$ cat config.mk
export PLATFORM = sky130hd
export DESIGN_NAME = sds_front_end
export DESIGN_NICKNAME = d
export VERILOG_FILES = /design/src/pkg/sds_pkg.sv /design/src/design/sds_front_end.sv
export SDC_FILE = /design/constraint.sdc
export NUM_CORES = 1
export LEC_CHECK = 0
export BUFFER_PORTS_ARGS = -buffer_cell sky130_fd_sc_hd__buf_2
export CORE_ASPECT_RATIO = 0.9
export CORE_UTILIZATION = 62
export CTS_CLUSTER_DIAMETER = 50
export DETAILED_ROUTE_END_ITERATION = 12
export GPL_TIMING_DRIVEN = 0
export PLACE_DENSITY = 0.82
export SLEW_MARGIN = 20
export SYNTH_ARGS = -nofsm -noshare
export SYNTH_HDL_FRONTEND = slang
export SYNTH_SLANG_ARGS = --single-unit
$ cat constraint.sdc
create_clock -name CLK -period 4.27 [get_ports CLK]
set_input_delay 0.6405 -clock CLK [delete_from_list [all_inputs] [get_ports CLK]]
set_output_delay 0.6405 -clock CLK [all_outputs]
set_load 0.1 [all_outputs]
$ cat src/pkg/sds_pkg.sv
/*
 * Shared constants and types for the stacked-die serial front end.
 * Assumes a single design clock domain that oversamples the serial pins.
 */
`default_nettype none
package sds_pkg;

   // Instruction codes that every die decodes whatever its role.
   localparam logic [7:0] SDS_OP_DIE_SELECT   = 8'hC2;
   localparam logic [7:0] SDS_OP_DEVICE_RESET = 8'hFF;

   // Bits in one serial byte.
   localparam logic [3:0] SDS_BYTE_BITS = 4'h8;

   // Bits moved per serial clock edge in each lane mode.
   localparam logic [3:0] SDS_STEP_SINGLE = 4'h1;
   localparam logic [3:0] SDS_STEP_DUAL   = 4'h2;
   localparam logic [3:0] SDS_STEP_QUAD   = 4'h4;

   // Lanes driven by the device when it answers in each mode.
   localparam logic [3:0] SDS_MASK_SINGLE = 4'h2;
   localparam logic [3:0] SDS_MASK_DUAL   = 4'h3;
   localparam logic [3:0] SDS_MASK_QUAD   = 4'hF;

   // Lane width of the current instruction, chosen by the command core.
   typedef enum logic [1:0] {
      SDS_LANE_SINGLE,
      SDS_LANE_DUAL,
      SDS_LANE_QUAD
   } sds_lane_t;

   // Framing state of one chip-select frame.
   typedef enum logic [1:0] {
      SDS_FS_OPCODE,
      SDS_FS_STACK_MEMBER_CODE,
      SDS_FS_PASS,
      SDS_FS_IGNORE
   } sds_frame_t;

   // Serial pin levels sampled together.
   typedef struct packed {
      logic       cs_n;
      logic       sclk;
      logic [3:0] lanes;
   } sds_pins_t;

   // One received byte handed to the command core.
   typedef struct packed {
      logic       valid;
      logic       first;
      logic [7:0] data;
   } sds_rx_t;

endpackage
`default_nettype wire

$ cat src/design/sds_front_end.sv
/*
 * Serial bus front end of a stacked-die serial flash: pin sampling,
 * chip-select framing, lane modes, hold and write-protect roles, and
 * die arbitration by die select and device reset.
 * Assumes the serial clock is far slower than CLK, so that each serial
 * edge is seen by two-flop sampling, and that the command core sets
 * LANES and TX_EN from the opcode it decodes.
 */
`timescale 1ns/1ns
`default_nettype none

// Overview of operation
// - Die select opcode plus 8-bit code makes the matching die active.
// - Active and idle dies both decode die select and device reset.
// - Device reset opcode returns every die to its power-up state.
// - After power-up or device reset die zero is active, others idle.
// - At most one die is active and drives the shared lanes.
// - Chip select high keeps every data lane in high impedance.
// - Chip select low lets the device take bytes and return data.
// - Nothing is accepted before the first chip-select falling edge.
// - Single mode input bits are sampled on rising serial clock edges.
// - Single mode output bits change on falling serial clock edges.
// - Dual and quad lanes sample on rising and drive on falling edges.
// - Single and dual modes carry data on lanes zero and one only.
// - Quad mode uses all lanes and disables write-protect and hold.
// - Continuous read streams the whole array from one read command.
// - Read modes differ only in read framing; other commands match.
// - Changing the active die never aborts running program or erase.
// - Serial clock modes 0 and 3 are both accepted.
// - During hold the output is released and input and clock ignored.
module sds_front_end
   import sds_pkg::*;
#(
   parameter int DIES = 2
) (
   input  wire logic            CLK,         // Design clock.
   input  wire logic            RST,         // Asynchronous reset, high.
   input  wire logic            CS_N,        // Chip select pin.
   input  wire logic            SCLK,        // Serial clock pin.
   input  wire logic [3:0]      IO_I,        // Lane pin levels.
   output logic      [3:0]      IO_O,        // Lane drive values.
   output logic      [3:0]      IO_OE,       // Lane drive enables.
   input  wire sds_lane_t       LANES,       // Lane width of instruction.
   input  wire logic            TX_EN,       // Core wants to answer.
   input  wire logic [7:0]      TX_DATA,     // Next answer byte.
   output logic                 TX_LOAD,     // TX_DATA taken this cycle.
   input  wire logic            BUF_MODE,    // Buffered read framing.
   output logic                 CONT_READ,   // Continuous read framing.
   output sds_rx_t              RX,          // Received byte to core.
   output logic                 DEV_RESET,   // Device reset pulse.
   output logic [DIES-1:0]      DIE_ACTIVE,  // One-hot active die, or none.
   output logic                 WP_N,        // Write-protect level.
   output logic                 HOLD_ON      // Pause in effect.
);

   localparam logic [DIES-1:0] DIE_ON_RESET = DIES'(1);

   // Bits moved per serial edge for a lane mode.
   function automatic logic [3:0] lane_step(input sds_lane_t m);
      case (m)
         SDS_LANE_DUAL: lane_step = SDS_STEP_DUAL;
         SDS_LANE_QUAD: lane_step = SDS_STEP_QUAD;
         default:       lane_step = SDS_STEP_SINGLE;
      endcase
   endfunction

   // Lanes that carry an answer in a lane mode.
   function automatic logic [3:0] lane_mask(input sds_lane_t m);
      case (m)
         SDS_LANE_DUAL: lane_mask = SDS_MASK_DUAL;
         SDS_LANE_QUAD: lane_mask = SDS_MASK_QUAD;
         default:       lane_mask = SDS_MASK_SINGLE;
      endcase
   endfunction

   // Places the top bits of a byte on the lanes of a mode.
   function automatic logic [3:0] lane_chunk(input logic [7:0] b,
                                             input sds_lane_t m);
      case (m)
         SDS_LANE_DUAL: lane_chunk = {2'h0, b[7:6]};
         SDS_LANE_QUAD: lane_chunk = b[7:4];
         default:       lane_chunk = {2'h0, b[7], 1'h0};
      endcase
   endfunction

   // Dies whose fixed stack_member_code equals the received code.
   function automatic logic [DIES-1:0] die_match(input logic [7:0] code);
      die_match = '0;
      for (int i = 0; i < DIES; i++) begin
         if (code == 8'(i)) begin
            die_match[i] = 1'b1;
         end
      end
   endfunction

   sds_pins_t        s1_r, s2_r, s3_r;
   logic             cs_act, cs_fall, sclk_rise, sclk_fall, quad;
   logic             hold_r, hold_nxt, armed_r, armed_nxt;
   logic             wp_r, wp_nxt, rx_go, tx_go, rx_done;
   logic [3:0]       step, rx_sum, tx_sum;
   logic [7:0]       rx_sr_r, rx_sr_nxt, tx_sr_r, tx_sr_nxt;
   logic [3:0]       rx_cnt_r, rx_cnt_nxt, tx_cnt_r, tx_cnt_nxt;
   logic [3:0]       out_r, out_nxt, oe_r, oe_nxt;
   sds_frame_t       fs_r, fs_nxt;
   logic [DIES-1:0]  die_on_r, die_on_nxt;
   sds_rx_t          rx_r, rx_nxt;
   logic             rst_pulse_r, rst_pulse_nxt;

   // Two-flop sampling of the pins; the third stage finds edges.
   // Chip select resets low, so a select held low through reset is not
   // taken for a fresh falling edge; only a real high-to-low arms us.
   always_ff @(posedge CLK or posedge RST) begin
      if (RST) begin
         s1_r <= '{cs_n: 1'b0, sclk: 1'b0, lanes: 4'hF};
         s2_r <= '{cs_n: 1'b0, sclk: 1'b0, lanes: 4'hF};
         s3_r <= '{cs_n: 1'b0, sclk: 1'b0, lanes: 4'hF};
      end else begin
         s1_r <= '{cs_n: CS_N, sclk: SCLK, lanes: IO_I};
         s2_r <= s1_r;
         s3_r <= s2_r;
      end
   end

   // Edge detection works for either clock idle level at chip select.
   assign cs_act    = !s2_r.cs_n;
   assign cs_fall   = s3_r.cs_n & !s2_r.cs_n;
   assign sclk_rise = s2_r.sclk & !s3_r.sclk;
   assign sclk_fall = !s2_r.sclk & s3_r.sclk;
   assign quad      = (LANES == SDS_LANE_QUAD);
   assign step      = lane_step(LANES);
   assign rx_sum    = rx_cnt_r + step;
   assign tx_sum    = tx_cnt_r + step;

   // Input is taken only when selected, armed and not paused.
   assign rx_go   = cs_act & armed_r & !hold_r & !cs_fall;
   assign rx_done = rx_go & sclk_rise & (rx_sum >= SDS_BYTE_BITS);
   assign tx_go   = rx_go & TX_EN & (|die_on_r);
   assign TX_LOAD = tx_go & sclk_fall & (tx_cnt_r == 4'h0);

   // Pause, arming and write-protect role of lanes two and three.
   always_comb begin
      armed_nxt = armed_r | cs_fall;
      hold_nxt  = hold_r;
      if (!cs_act || quad) begin
         hold_nxt = 1'b0;
      end else if (!s2_r.sclk || sclk_fall) begin
         hold_nxt = !s2_r.lanes[3];
      end
      wp_nxt = quad ? 1'b1 : s2_r.lanes[2];
   end

   // Receive shifter: MSB first, one, two or four bits per rising edge.
   always_comb begin
      rx_sr_nxt  = rx_sr_r;
      rx_cnt_nxt = rx_cnt_r;
      if (!cs_act || cs_fall) begin
         rx_cnt_nxt = 4'h0;
      end else if (rx_go && sclk_rise) begin
         case (LANES)
            SDS_LANE_DUAL: rx_sr_nxt = {rx_sr_r[5:0], s2_r.lanes[1:0]};
            SDS_LANE_QUAD: rx_sr_nxt = {rx_sr_r[3:0], s2_r.lanes};
            default:       rx_sr_nxt = {rx_sr_r[6:0], s2_r.lanes[0]};
         endcase
         rx_cnt_nxt = rx_done ? 4'h0 : rx_sum;
      end
   end

   // Frame decode and die arbitration; only roles change here, so any
   // program or erase running inside a die is left alone.
   always_comb begin
      fs_nxt        = fs_r;
      die_on_nxt    = die_on_r;
      rx_nxt        = '{valid: 1'b0, first: 1'b0, data: rx_r.data};
      rst_pulse_nxt = 1'b0;
      if (!cs_act) begin
         fs_nxt = SDS_FS_OPCODE;
      end else if (rx_done) begin
         case (fs_r)
            SDS_FS_OPCODE: begin
               if (rx_sr_nxt == SDS_OP_DIE_SELECT) begin
                  fs_nxt = SDS_FS_STACK_MEMBER_CODE;
               end else if (rx_sr_nxt == SDS_OP_DEVICE_RESET) begin
                  die_on_nxt    = DIE_ON_RESET;
                  rst_pulse_nxt = 1'b1;
                  fs_nxt        = SDS_FS_IGNORE;
               end else begin
                  fs_nxt = (|die_on_r) ? SDS_FS_PASS : SDS_FS_IGNORE;
                  rx_nxt = '{valid: |die_on_r, first: 1'b1,
                             data: rx_sr_nxt};
               end
            end
            SDS_FS_STACK_MEMBER_CODE: begin
               die_on_nxt = die_match(rx_sr_nxt);
               fs_nxt     = SDS_FS_IGNORE;
            end
            SDS_FS_PASS: begin
               rx_nxt = '{valid: |die_on_r, first: 1'b0, data: rx_sr_nxt};
            end
            default: fs_nxt = SDS_FS_IGNORE;
         endcase
      end
   end

   // Answer shifter: a new chunk goes out on each falling edge.
   always_comb begin
      tx_sr_nxt  = tx_sr_r;
      tx_cnt_nxt = tx_cnt_r;
      out_nxt    = out_r;
      oe_nxt     = tx_go ? lane_mask(LANES) : 4'h0;
      if (!cs_act) begin
         tx_cnt_nxt = 4'h0;
      end else if (tx_go && sclk_fall) begin
         if (tx_cnt_r == 4'h0) begin
            out_nxt   = lane_chunk(TX_DATA, LANES);
            tx_sr_nxt = TX_DATA << step;
         end else begin
            out_nxt   = lane_chunk(tx_sr_r, LANES);
            tx_sr_nxt = tx_sr_r << step;
         end
         tx_cnt_nxt = (tx_sum >= SDS_BYTE_BITS) ? 4'h0 : tx_sum;
      end
   end

   // State registers.
   always_ff @(posedge CLK or posedge RST) begin
      if (RST) begin
         armed_r     <= 1'b0;
         hold_r      <= 1'b0;
         wp_r        <= 1'b1;
         rx_sr_r     <= 8'h00;
         rx_cnt_r    <= 4'h0;
         fs_r        <= SDS_FS_OPCODE;
         die_on_r    <= DIE_ON_RESET;
         rx_r        <= '0;
         rst_pulse_r <= 1'b0;
         tx_sr_r     <= 8'h00;
         tx_cnt_r    <= 4'h0;
         out_r       <= 4'h0;
         oe_r        <= 4'h0;
      end else begin
         armed_r     <= armed_nxt;
         hold_r      <= hold_nxt;
         wp_r        <= wp_nxt;
         rx_sr_r     <= rx_sr_nxt;
         rx_cnt_r    <= rx_cnt_nxt;
         fs_r        <= fs_nxt;
         die_on_r    <= die_on_nxt;
         rx_r        <= rx_nxt;
         rst_pulse_r <= rst_pulse_nxt;
         tx_sr_r     <= tx_sr_nxt;
         tx_cnt_r    <= tx_cnt_nxt;
         out_r       <= out_nxt;
         oe_r        <= oe_nxt;
      end
   end

   // Outputs; read framing goes to the core as the inverse of BUF_MODE.
   assign IO_O       = out_r;
   assign IO_OE      = oe_r;
   assign RX         = rx_r;
   assign DEV_RESET  = rst_pulse_r;
   assign DIE_ACTIVE = die_on_r;
   assign WP_N       = wp_r;
   assign HOLD_ON    = hold_r;
   assign CONT_READ  = !BUF_MODE;

   // Deselected device leaves every lane undriven.
   property p_cs_highz;
      @(posedge CLK) disable iff (RST) !cs_act |=> (IO_OE == 4'h0);
   endproperty
   a_cs_highz: assert property (p_cs_highz)
      else $error("Lane driven while deselected.");

   // A driven lane implies exactly one active die.
   property p_one_driver;
      @(posedge CLK) disable iff (RST)
         (IO_OE != 4'h0) |-> $onehot($past(die_on_r));
   endproperty
   a_one_driver: assert property (p_one_driver)
      else $error("Lanes driven without a single active die.");

   // Device reset opcode restores die zero as the active die.
   property p_dev_reset;
      @(posedge CLK) disable iff (RST)
         (rx_done && fs_r == SDS_FS_OPCODE &&
          rx_sr_nxt == SDS_OP_DEVICE_RESET)
         |=> (die_on_r == DIE_ON_RESET) && DEV_RESET ##1 !DEV_RESET;
   endproperty
   a_dev_reset: assert property (p_dev_reset)
      else $error("Device reset did not restore die zero.");

   // Reset pulse always shows the power-up die roles.
   property p_reset_roles;
      @(posedge CLK) disable iff (RST) DEV_RESET |-> DIE_ACTIVE == DIE_ON_RESET;
   endproperty
   a_reset_roles: assert property (p_reset_roles)
      else $error("Die roles wrong after device reset.");

   // Code after die select picks the matching die, others go idle.
   property p_die_select;
      @(posedge CLK) disable iff (RST)
         (rx_done && fs_r == SDS_FS_STACK_MEMBER_CODE)
         |=> (die_on_r == die_match($past(rx_sr_nxt)));
   endproperty
   a_die_select: assert property (p_die_select)
      else $error("Die select code not applied.");

   // No byte completes before the first chip-select fall.
   property p_armed;
      @(posedge CLK) disable iff (RST) !armed_r |-> !rx_done && !TX_LOAD;
   endproperty
   a_armed: assert property (p_armed)
      else $error("Activity taken before first select.");

   // Received bytes follow a rising clock edge.
   property p_rx_edge;
      @(posedge CLK) disable iff (RST) RX.valid |-> $past(sclk_rise);
   endproperty
   a_rx_edge: assert property (p_rx_edge)
      else $error("Byte finished off a rising edge.");

   // Answer bytes are loaded on falling edges only.
   property p_tx_edge;
      @(posedge CLK) disable iff (RST) TX_LOAD |-> sclk_fall;
   endproperty
   a_tx_edge: assert property (p_tx_edge)
      else $error("Answer loaded off a falling edge.");

   // Quad mode removes the write-protect and hold roles.
   property p_quad_roles;
      @(posedge CLK) disable iff (RST) quad |=> WP_N && !HOLD_ON;
   endproperty
   a_quad_roles: assert property (p_quad_roles)
      else $error("Pin role active in quad mode.");

   // A pause releases the lanes and blocks input.
   property p_hold;
      @(posedge CLK) disable iff (RST)
         hold_r |-> !rx_done ##1 (IO_OE == 4'h0);
   endproperty
   a_hold: assert property (p_hold)
      else $error("Device active during hold.");

   c_die_select: cover property (@(posedge CLK) disable iff (RST)
      rx_done && fs_r == SDS_FS_STACK_MEMBER_CODE);
   c_dev_reset: cover property (@(posedge CLK) disable iff (RST) DEV_RESET);
   c_quad_out: cover property (@(posedge CLK) disable iff (RST)
      TX_LOAD && quad);
   c_hold: cover property (@(posedge CLK) disable iff (RST) $rose(hold_r));

endmodule
`default_nettype wire

==> results of run 1 <==
-- worst min-delay path by stage --
| stage | from | end | slack, ns | cells past startpoint |
|---|---|---|---|---|
| after global routing | RST | IO_O[0]$_DFFE_PP0P_ | 0.20 | 2 |
| after detailed placement | s1_r[5]$_DFF_PP0_ | s2_r[5]$_DFF_PP0_ | 0.34 | 0 |
| after floorplan | s1_r[4]$_DFF_PP0_ | s2_r[4]$_DFF_PP0_ | 0.33 | 0 |
| after global placement | s1_r[4]$_DFF_PP0_ | s2_r[4]$_DFF_PP0_ | 0.33 | 0 |
| final | RST | tx_sr_r[4]$_DFFE_PP0P_ | 0.20 | 2 |
| after CTS | RST | tx_sr_r[4]$_DFFE_PP0P_ | 0.19 | 2 |
-- worst max-delay path, stage by stage (launching register included) --
cell      delay, ns
dfrtp_1        0.46
or4b_4         0.63
nor3b_2        0.35
nand3b_1       0.16
clkbuf_1       0.26
nor2b_1        0.15
buf_2          0.43
-- layer usage --
layer | up-vias | share of wire [%] | global-route usage, % | wire [um]
met3 | 14 | 5.8 | 8.535 | 420
met5 | - | 0 | 0 | 0
met1 | 1256 | 45 | 38.68 | 3292
met4 | 0 | 1.9 | 10.71 | 138
met2 | 99 | 47 | 47.22 | 3434
li1 | 1180 | - | - | -
-- metrics by stage --
stage	cells	worst slack [ns]	util (%)	area [um^2]	power, mW
floorplan	295	0.2527	-	3307	0.8577
global placement	404	0.9091	72.39	3608	0.9160
detailed placement	405	0.9191	72.99	3638	0.9254
CTS	421	0.8567	76.81	3829	1.436
global route	421	0.7448	76.81	3829	1.493
finish	421	0.8452	76.81	3829	1.435
-- logic make-up (layout without fill, tap and decap cells) --
logic type,after synthesis,count (layout),synth area share [%]
buffers and inverters,25,86,3.595
muxes,35,35,12.18
adders and majority gates,12,12,4.994
DFF,63,63,48.05
AOI/OAI and AO/OA,69,69,15.55
and+or+nand+nor,87,87,14.57
xor gates and xnor gates,4,4,1.060
-- layout by cell type (no fill, tap or decap), types with 2 or more instances in the layout --
| cell type | count |
|---|---|
| nor2_1 | 13 |
| mux2_2 | 5 |
| dfstp_2 | 10 |
| a22o_1 | 6 |
| o31ai_1 | 5 |
| a31o_2 | 5 |
| nor4_1 | 2 |
| inv_2 | 2 |
| nor2b_1 | 3 |
| and3_1 | 4 |
| ha_1 | 10 |
| mux2_4 | 9 |
| buf_2 | 48 |
| clkbuf_1 | 8 |
| o21a_1 | 2 |
| clkbuf_8 | 10 |
| a21oi_1 | 10 |
| nand3_1 | 4 |
| a22oi_1 | 6 |
| a21o_1 | 3 |
| nor3_1 | 12 |
| clkinv_2 | 3 |
| dfrtp_1 | 53 |
| inv_1 | 10 |
| and2_1 | 3 |
| nand2_1 | 34 |
| xor2_1 | 3 |
| mux2i_1 | 20 |
| o21ai_0 | 17 |
| fa_1 | 2 |
-- state kept, by name, indices dropped and copies added (netlist names), 2 cells and up --
name	cells
s1_r	6
rx_cnt_r	4
IO_OE	3
fs_r	2
tx_sr_r	8
s3_r	2
rx_sr_r	8
DIE_ACTIVE	2
tx_cnt_r	4
RX	10
IO_O	4
s2_r	6
-- area by class of cell --
type | count | area, um^2
tap | 65 | 81.33
clock inverter | 4 | 45.04
buffer | 12 | 70.07
fill | 358 | 1156
sequential | 63 | 1589
timing repair buffer | 45 | 247.7
clock buffer | 12 | 145.1
inverter | 13 | 51.30
multi-input combinational | 207 | 1599
-- power groups by stage --
stage | combinational (mW) | sequential [mW] | clock [mW]
4_1_cts | 0.242 | 0.676 | 0.518
2_1_floorplan | 0.169 | 0.688 | 0
5_1_grt | 0.269 | 0.683 | 0.541
6_report | 0.244 | 0.680 | 0.511
3_5_place_dp | 0.241 | 0.685 | 0
3_3_place_gp | 0.229 | 0.687 | 0
==> metrics.cfg, run 1 <==
[place]
detailedPlacementHpwl_um=5150
portBuffers=44
gp_routability_congestion=0.8524

[synth]
syn_nets=327
netlist.area_leader.share_pct=40.11
ys_ff_latch=63
ys_seq_area_share_pct=48.05
syn_inst=295
yosys-top-cells-area=dfrtp_1, dfstp_2, mux2i_1
syn_area_mm2=0.003307
netlist_top_cells_count=dfrtp_1, nand2_1, mux2i_1
synth_edf_count=0
yosysWarnings=0
synth.distinct_cells=59
ys.flop_type=dfrtp_1
yosys.area.top_type=dfrtp_1
syn_avg_cell_area_um2=11.21
synth_most_common_cell=dfrtp_1
async_flop_share_pct=100.0

[timing]
timing.final.crit_share_pct=80.21
finalHoldViolations=0
tightest_slew_ns=0.7184
setup_tns_ns=0
hold_slack_ns=0.2021
fmax_mhz=292.0
rsz0062_at_grt=false
setup_viol=0
slew-limit-headroom_pct=51.60
period_minus_slack_ns=3.425
finalMaxSlewViolations=0
skew_ns=0.009930

[power_and_ir_drop]
ir_worst_vdd_mv=0.2618
p_int_mw=1.006
swShare_pct=29.93
switchingPower_mw=0.4296
pwr-share-comb_pct=17.0
power_density_mw_per_mm2=374.9
p_seq_share_pct=47.4
power_frac_clock_pct=35.6
power.leakage_nw=1.971

[drt]
drc=0
totalWireLength_um=7285
via_per_inst=6.055
num_vias=2549
avgRoutedWirePerCell_um=17.30
dr.pass1.iters=4
drt-initial-drc-count=248
drtAntennaViolNets=0

[clocking]
ctsResizeCount=0
h-tree-depth=3
numCtsBuffers=9
cts_hold_buf=0
path_clk_slew_ns=0.07
root_buffer=clkbuf_8
clock_sinks=63
clockBufferDepth=2
cts_setup_buffers=0
cts_tree=yes
clk_latency_ns=0.35

[grt]
antenna_found_initial=0
grt_usage_pct=29.56
grt_max_degree=54
grt_overflow=0
grt_pass1_wl_um=12460
grt_pass1_vias=2566

[worst_hold_path]
min_path_type=in2async

[floorplan]
die_h_um=71.29
chipWidth_um=78.99
io_pins=45
initial_core_util_pct=66.34
num_rows=24
dieArea_mm2=0.005630
design.core.area_mm2=0.004985

[status]
status=finished clean

[critical_path]
cp-start-kind=flip-flop
worstRegToRegCells=6
crit_path_end_kind=output port
worst-path-max-fanout=10
crit_required_ns=3.63
r2r_slack_ns=1.64
worstSetupPathType=reg2out
r2r_end=RX[7]$_DFFE_PP0P_
critPathLaunch=s2_r[5]$_DFF_PP0_
r2r-start=s2_r[5]$_DFF_PP0_
crit_arrival_ns=2.78
crit_path_end=TX_LOAD

[final_layout]
n_antenna_cell=0
layout.nets=383
syn2layout_area_growth_pct=15.78
drive_gt1_share_pct=31.46

[run]
cap_violations=0

Power figures use the tool's default switching activity.
==> run 2, diff against run 1 <==
- ABC_AREA: not set -> 1
- CORE_UTILIZATION: 62 -> 52
- PLACE_DENSITY: 0.82 -> 0.73
- clock period: 4.27 -> 3.1 ns (I/O delays scaled with it)
==> run 2 against run 1 <==
Compared with the run above:
- routed wire length is 6.9% lower
- combinational power is 38% higher
- sequential power is 33% higher
- design area is 0.65% higher
==> metrics.cfg, run 2 <==
[critical_path]
worst-path-max-fanout=10  ; unchanged
critPathMaxStageDelay_ns=0.45  ; -0.18 ns
crit_path_end_kind=output port
crit_arrival_ns=2.38  ; -0.40 ns
crit_required_ns=2.63  ; -1.00 ns
r2r_slack_ns=0.97  ; -0.67 ns
path_common_cell=nand3_1
cp_cell_sequence=inv_2 -> nand2_1 -> nor2_1 -> nand3_1 -> inv_1 -> nand3_1 -> clkbuf_2 -> nor2_2 -> clkbuf_4
worstSetupPathType=reg2out
r2r-start=rx_cnt_r[2]$_DFFE_PP0P_
worstRegToRegCells=12  ; +6
r2r_end=RX[6]$_DFFE_PP0P_
cp-start-kind=flip-flop
cpMaxStageDelayCell=dfrtp_1

[clocking]
clk_latency_ns=0.36  ; about the same
numCtsBuffers=9  ; unchanged
clockBufferDepth=2  ; unchanged
h-tree-depth=3  ; unchanged
cts_tree=yes
cts_hold_buf=0  ; unchanged
path_clk_slew_ns=0.07  ; about the same
clock_sinks=63  ; unchanged
root_buffer=clkbuf_8

[final_layout]
n_antenna_cell=0  ; unchanged
final_common_cell=nand2_1
drive_gt1_share_pct=25.76  ; -5.7 points
largest_register_ffs=10  ; unchanged
layout.nets=489  ; +28%
fin_cells=549  ; +30%
fin_util_pct=63.02  ; -14 points
layout_common_cells=nand2_1, dfrtp_1, buf_2
syn2layout_area_growth_pct=17.02

[synth]
yosys.area.top_type=dfrtp_1
ys_ff_latch=63  ; unchanged
yosysWarnings=0  ; unchanged
synth_fa_ha_area_share_pct=5.015  ; +0.021 points
ys_seq_area_share_pct=48.25  ; +0.20 points
synth_mux_area_share_pct=0  ; -12 points
netlist_top_cells_count=nand2_1, dfrtp_1, inv_1
yosys-top-cells-area=dfrtp_1, nand2_1, dfstp_2
netlist.area_leader.share_pct=40.27  ; +0.17 points
synth_top_family_by_area=simple AND/OR/NAND/NOR gates
synth-xor-area-share_pct=0.7979  ; -0.26 points
synth_edf_count=0  ; unchanged
synth_compound_area_share_pct=8.207  ; -7.3 points
syn_avg_cell_area_um2=8.212  ; -27%
syn_area_mm2=0.003293  ; -0.42%
synth.distinct_cells=34  ; -42%
synth_most_common_cell=nand2_1
syn_inst=401  ; +36%
async_flop_share_pct=100.0  ; unchanged
synthSimpleGateAreaFrac_pct=29.37  ; +15 points
ys.flop_type=dfrtp_1
syn_nets=433  ; +32%

[place]
portBuffers=44  ; unchanged
gp_routability_congestion=0.8720  ; +2.3%
detailedPlacementHpwl_um=4940  ; -4.1%
placed_cells=533  ; +32%

[timing]
period_minus_slack_ns=2.846
timing.final.crit_share_pct=91.82
rsz0062_at_grt=false
setup_viol=0  ; unchanged
finalMaxSlewViolations=0  ; unchanged
tightest_slew_ns=0.5348  ; -0.1836 ns
fmax_mhz=351.3
slew-limit-headroom_pct=63.97  ; +12 points
setup_tns_ns=0  ; unchanged
skew_ns=0.01232  ; +0.002391 ns
finalHoldViolations=0  ; unchanged

[power_and_ir_drop]
power_density_mw_per_mm2=510.6  ; +36%
power.leakage_nw=2.067  ; +4.9%
ir_worst_vdd_mv=0.3917  ; +50%

[status]
status=finished clean

[drt]
drtAntennaViolNets=0  ; unchanged
met2WireLength_um=3082  ; -10%
via_per_inst=5.013  ; -17%
dr.pass1.iters=4  ; unchanged
routed-wl-met3_um=344  ; -18%
totalWireLength_um=6779  ; -6.9%
avgRoutedWirePerCell_um=12.35  ; -29%
drt-initial-drc-count=135  ; -46%
wl_met1_um=3284  ; -0.24%
drc=0  ; unchanged
top_layer_used=met4
num_vias=2752  ; +8.0%

[worst_hold_path]
min_path_type=in2async

[grt]
grt_pass1_vias=2525  ; -1.6%
grt_usage_pct=22.92  ; -6.6 points
antenna_found_initial=0  ; unchanged
grt_overflow=0  ; unchanged
grt_max_degree=39  ; -28%
grt_pass1_wl_um=11580  ; -7.1%

[floorplan]
initial_core_util_pct=53.86  ; -12 points
io_pins=45  ; unchanged
design.core.area_mm2=0.006115  ; +23%
dieArea_mm2=0.006656  ; +18%
die_h_um=77.50  ; +8.7%
chipWidth_um=85.89  ; +8.7%
num_rows=27  ; +13%

[run]
cap_violations=0  ; unchanged

==> run 2: cell count changes in the layout (fill, tap and decap cells not counted), moves of 7 or more <==
cell	change
nand2_1	+89
inv_1	+32
nand3_1	+31
mux2i_1	-20
nand2_2	+11
mux2_4	-9
nor3_1	-9
nor2_1	+7
==> run 2: critical path, delay by kind of cell (launching register included) <==
kind	cells	cell delay (ns)
AND/OR/NAND/NOR	5	0.68
flip-flops	1	0.45
buffers and inverters	4	0.89
==> run 2: logic make-up (layout without fill, tap and decap cells) <==
group                      count (synthesis)  after routing
adders and majority gates                 12             12
and+or+nand+nor                          211            211
AOI/OAI and AO/OA                         48             48
buffers and inverters                     64            125
DFF                                       63             63
xor gates and xnor gates                   3              3
==> run 2: metrics by stage <==
step                      setup WS [ns]  hold WS, ns  power [mW]  cell area (um^2)
after CTS                       0.03029      0.06985       1.989              3850
final                            0.2537      0.06995       1.968              3854
after global placement           0.3204       0.3338       1.236              3625
after floorplan                  0.1529       0.3312       1.168              3296
after detailed placement         0.4020       0.3403       1.250              3647
after global routing            0.03910      0.07916       2.070              3854
==> run 2: power by group <==
| group | internal, mW | total, mW | switching, mW |
|---|---|---|---|
| clock network | 0.377 | 0.729 | 0.352 |
| registers | 0.869 | 0.902 | 0.0325 |
| logic | 0.105 | 0.336 | 0.232 |
==> run 2: what timing repair did <==
| item | in CTS | in global routing |
|---|---|---|
| setup endpoints to repair | 0 | 1 |
| gates resized for setup | 0 | 3 |
| setup buffers | 0 | 0 |
==> run 2: layout make-up <==
type                       instances  area (um^2)
sequential                        63         1589
fill                             548         2261
buffer                            11        72.57
timing repair buffer              45        242.7
clock buffer                       9        123.9
clock inverter                     7        78.83
inverter                          53        206.4
tap                               87        108.9
multi-input combinational        274         1431
==> run 2: layer usage <==
layer | global-route usage, % | vias to the layer above
met1 | 30.95 | 1279
met3 | 7.979 | 7
met2 | 34.29 | 80
met5 | 0 | -
li1 | - | 1386
met4 | 7.833 | 0
==> run 2: worst max path at each step <==
stage                                   start           endpoint  slack (ns)  depth (start not counted)
floorplan           DIE_ACTIVE[1]$_DFFE_PP0P_            TX_LOAD        0.15                          7
global placement                          RST  RX[2]$_DFFE_PP0P_        0.32                          2
detailed placement                   LANES[0]  RX[6]$_DFFE_PP0P_        0.40                         15
CTS                         s2_r[5]$_DFF_PP0_            TX_LOAD        0.03                          9
global route                s2_r[5]$_DFF_PP0_            TX_LOAD        0.04                          9
finish                      s2_r[5]$_DFF_PP0_            TX_LOAD        0.25                          9
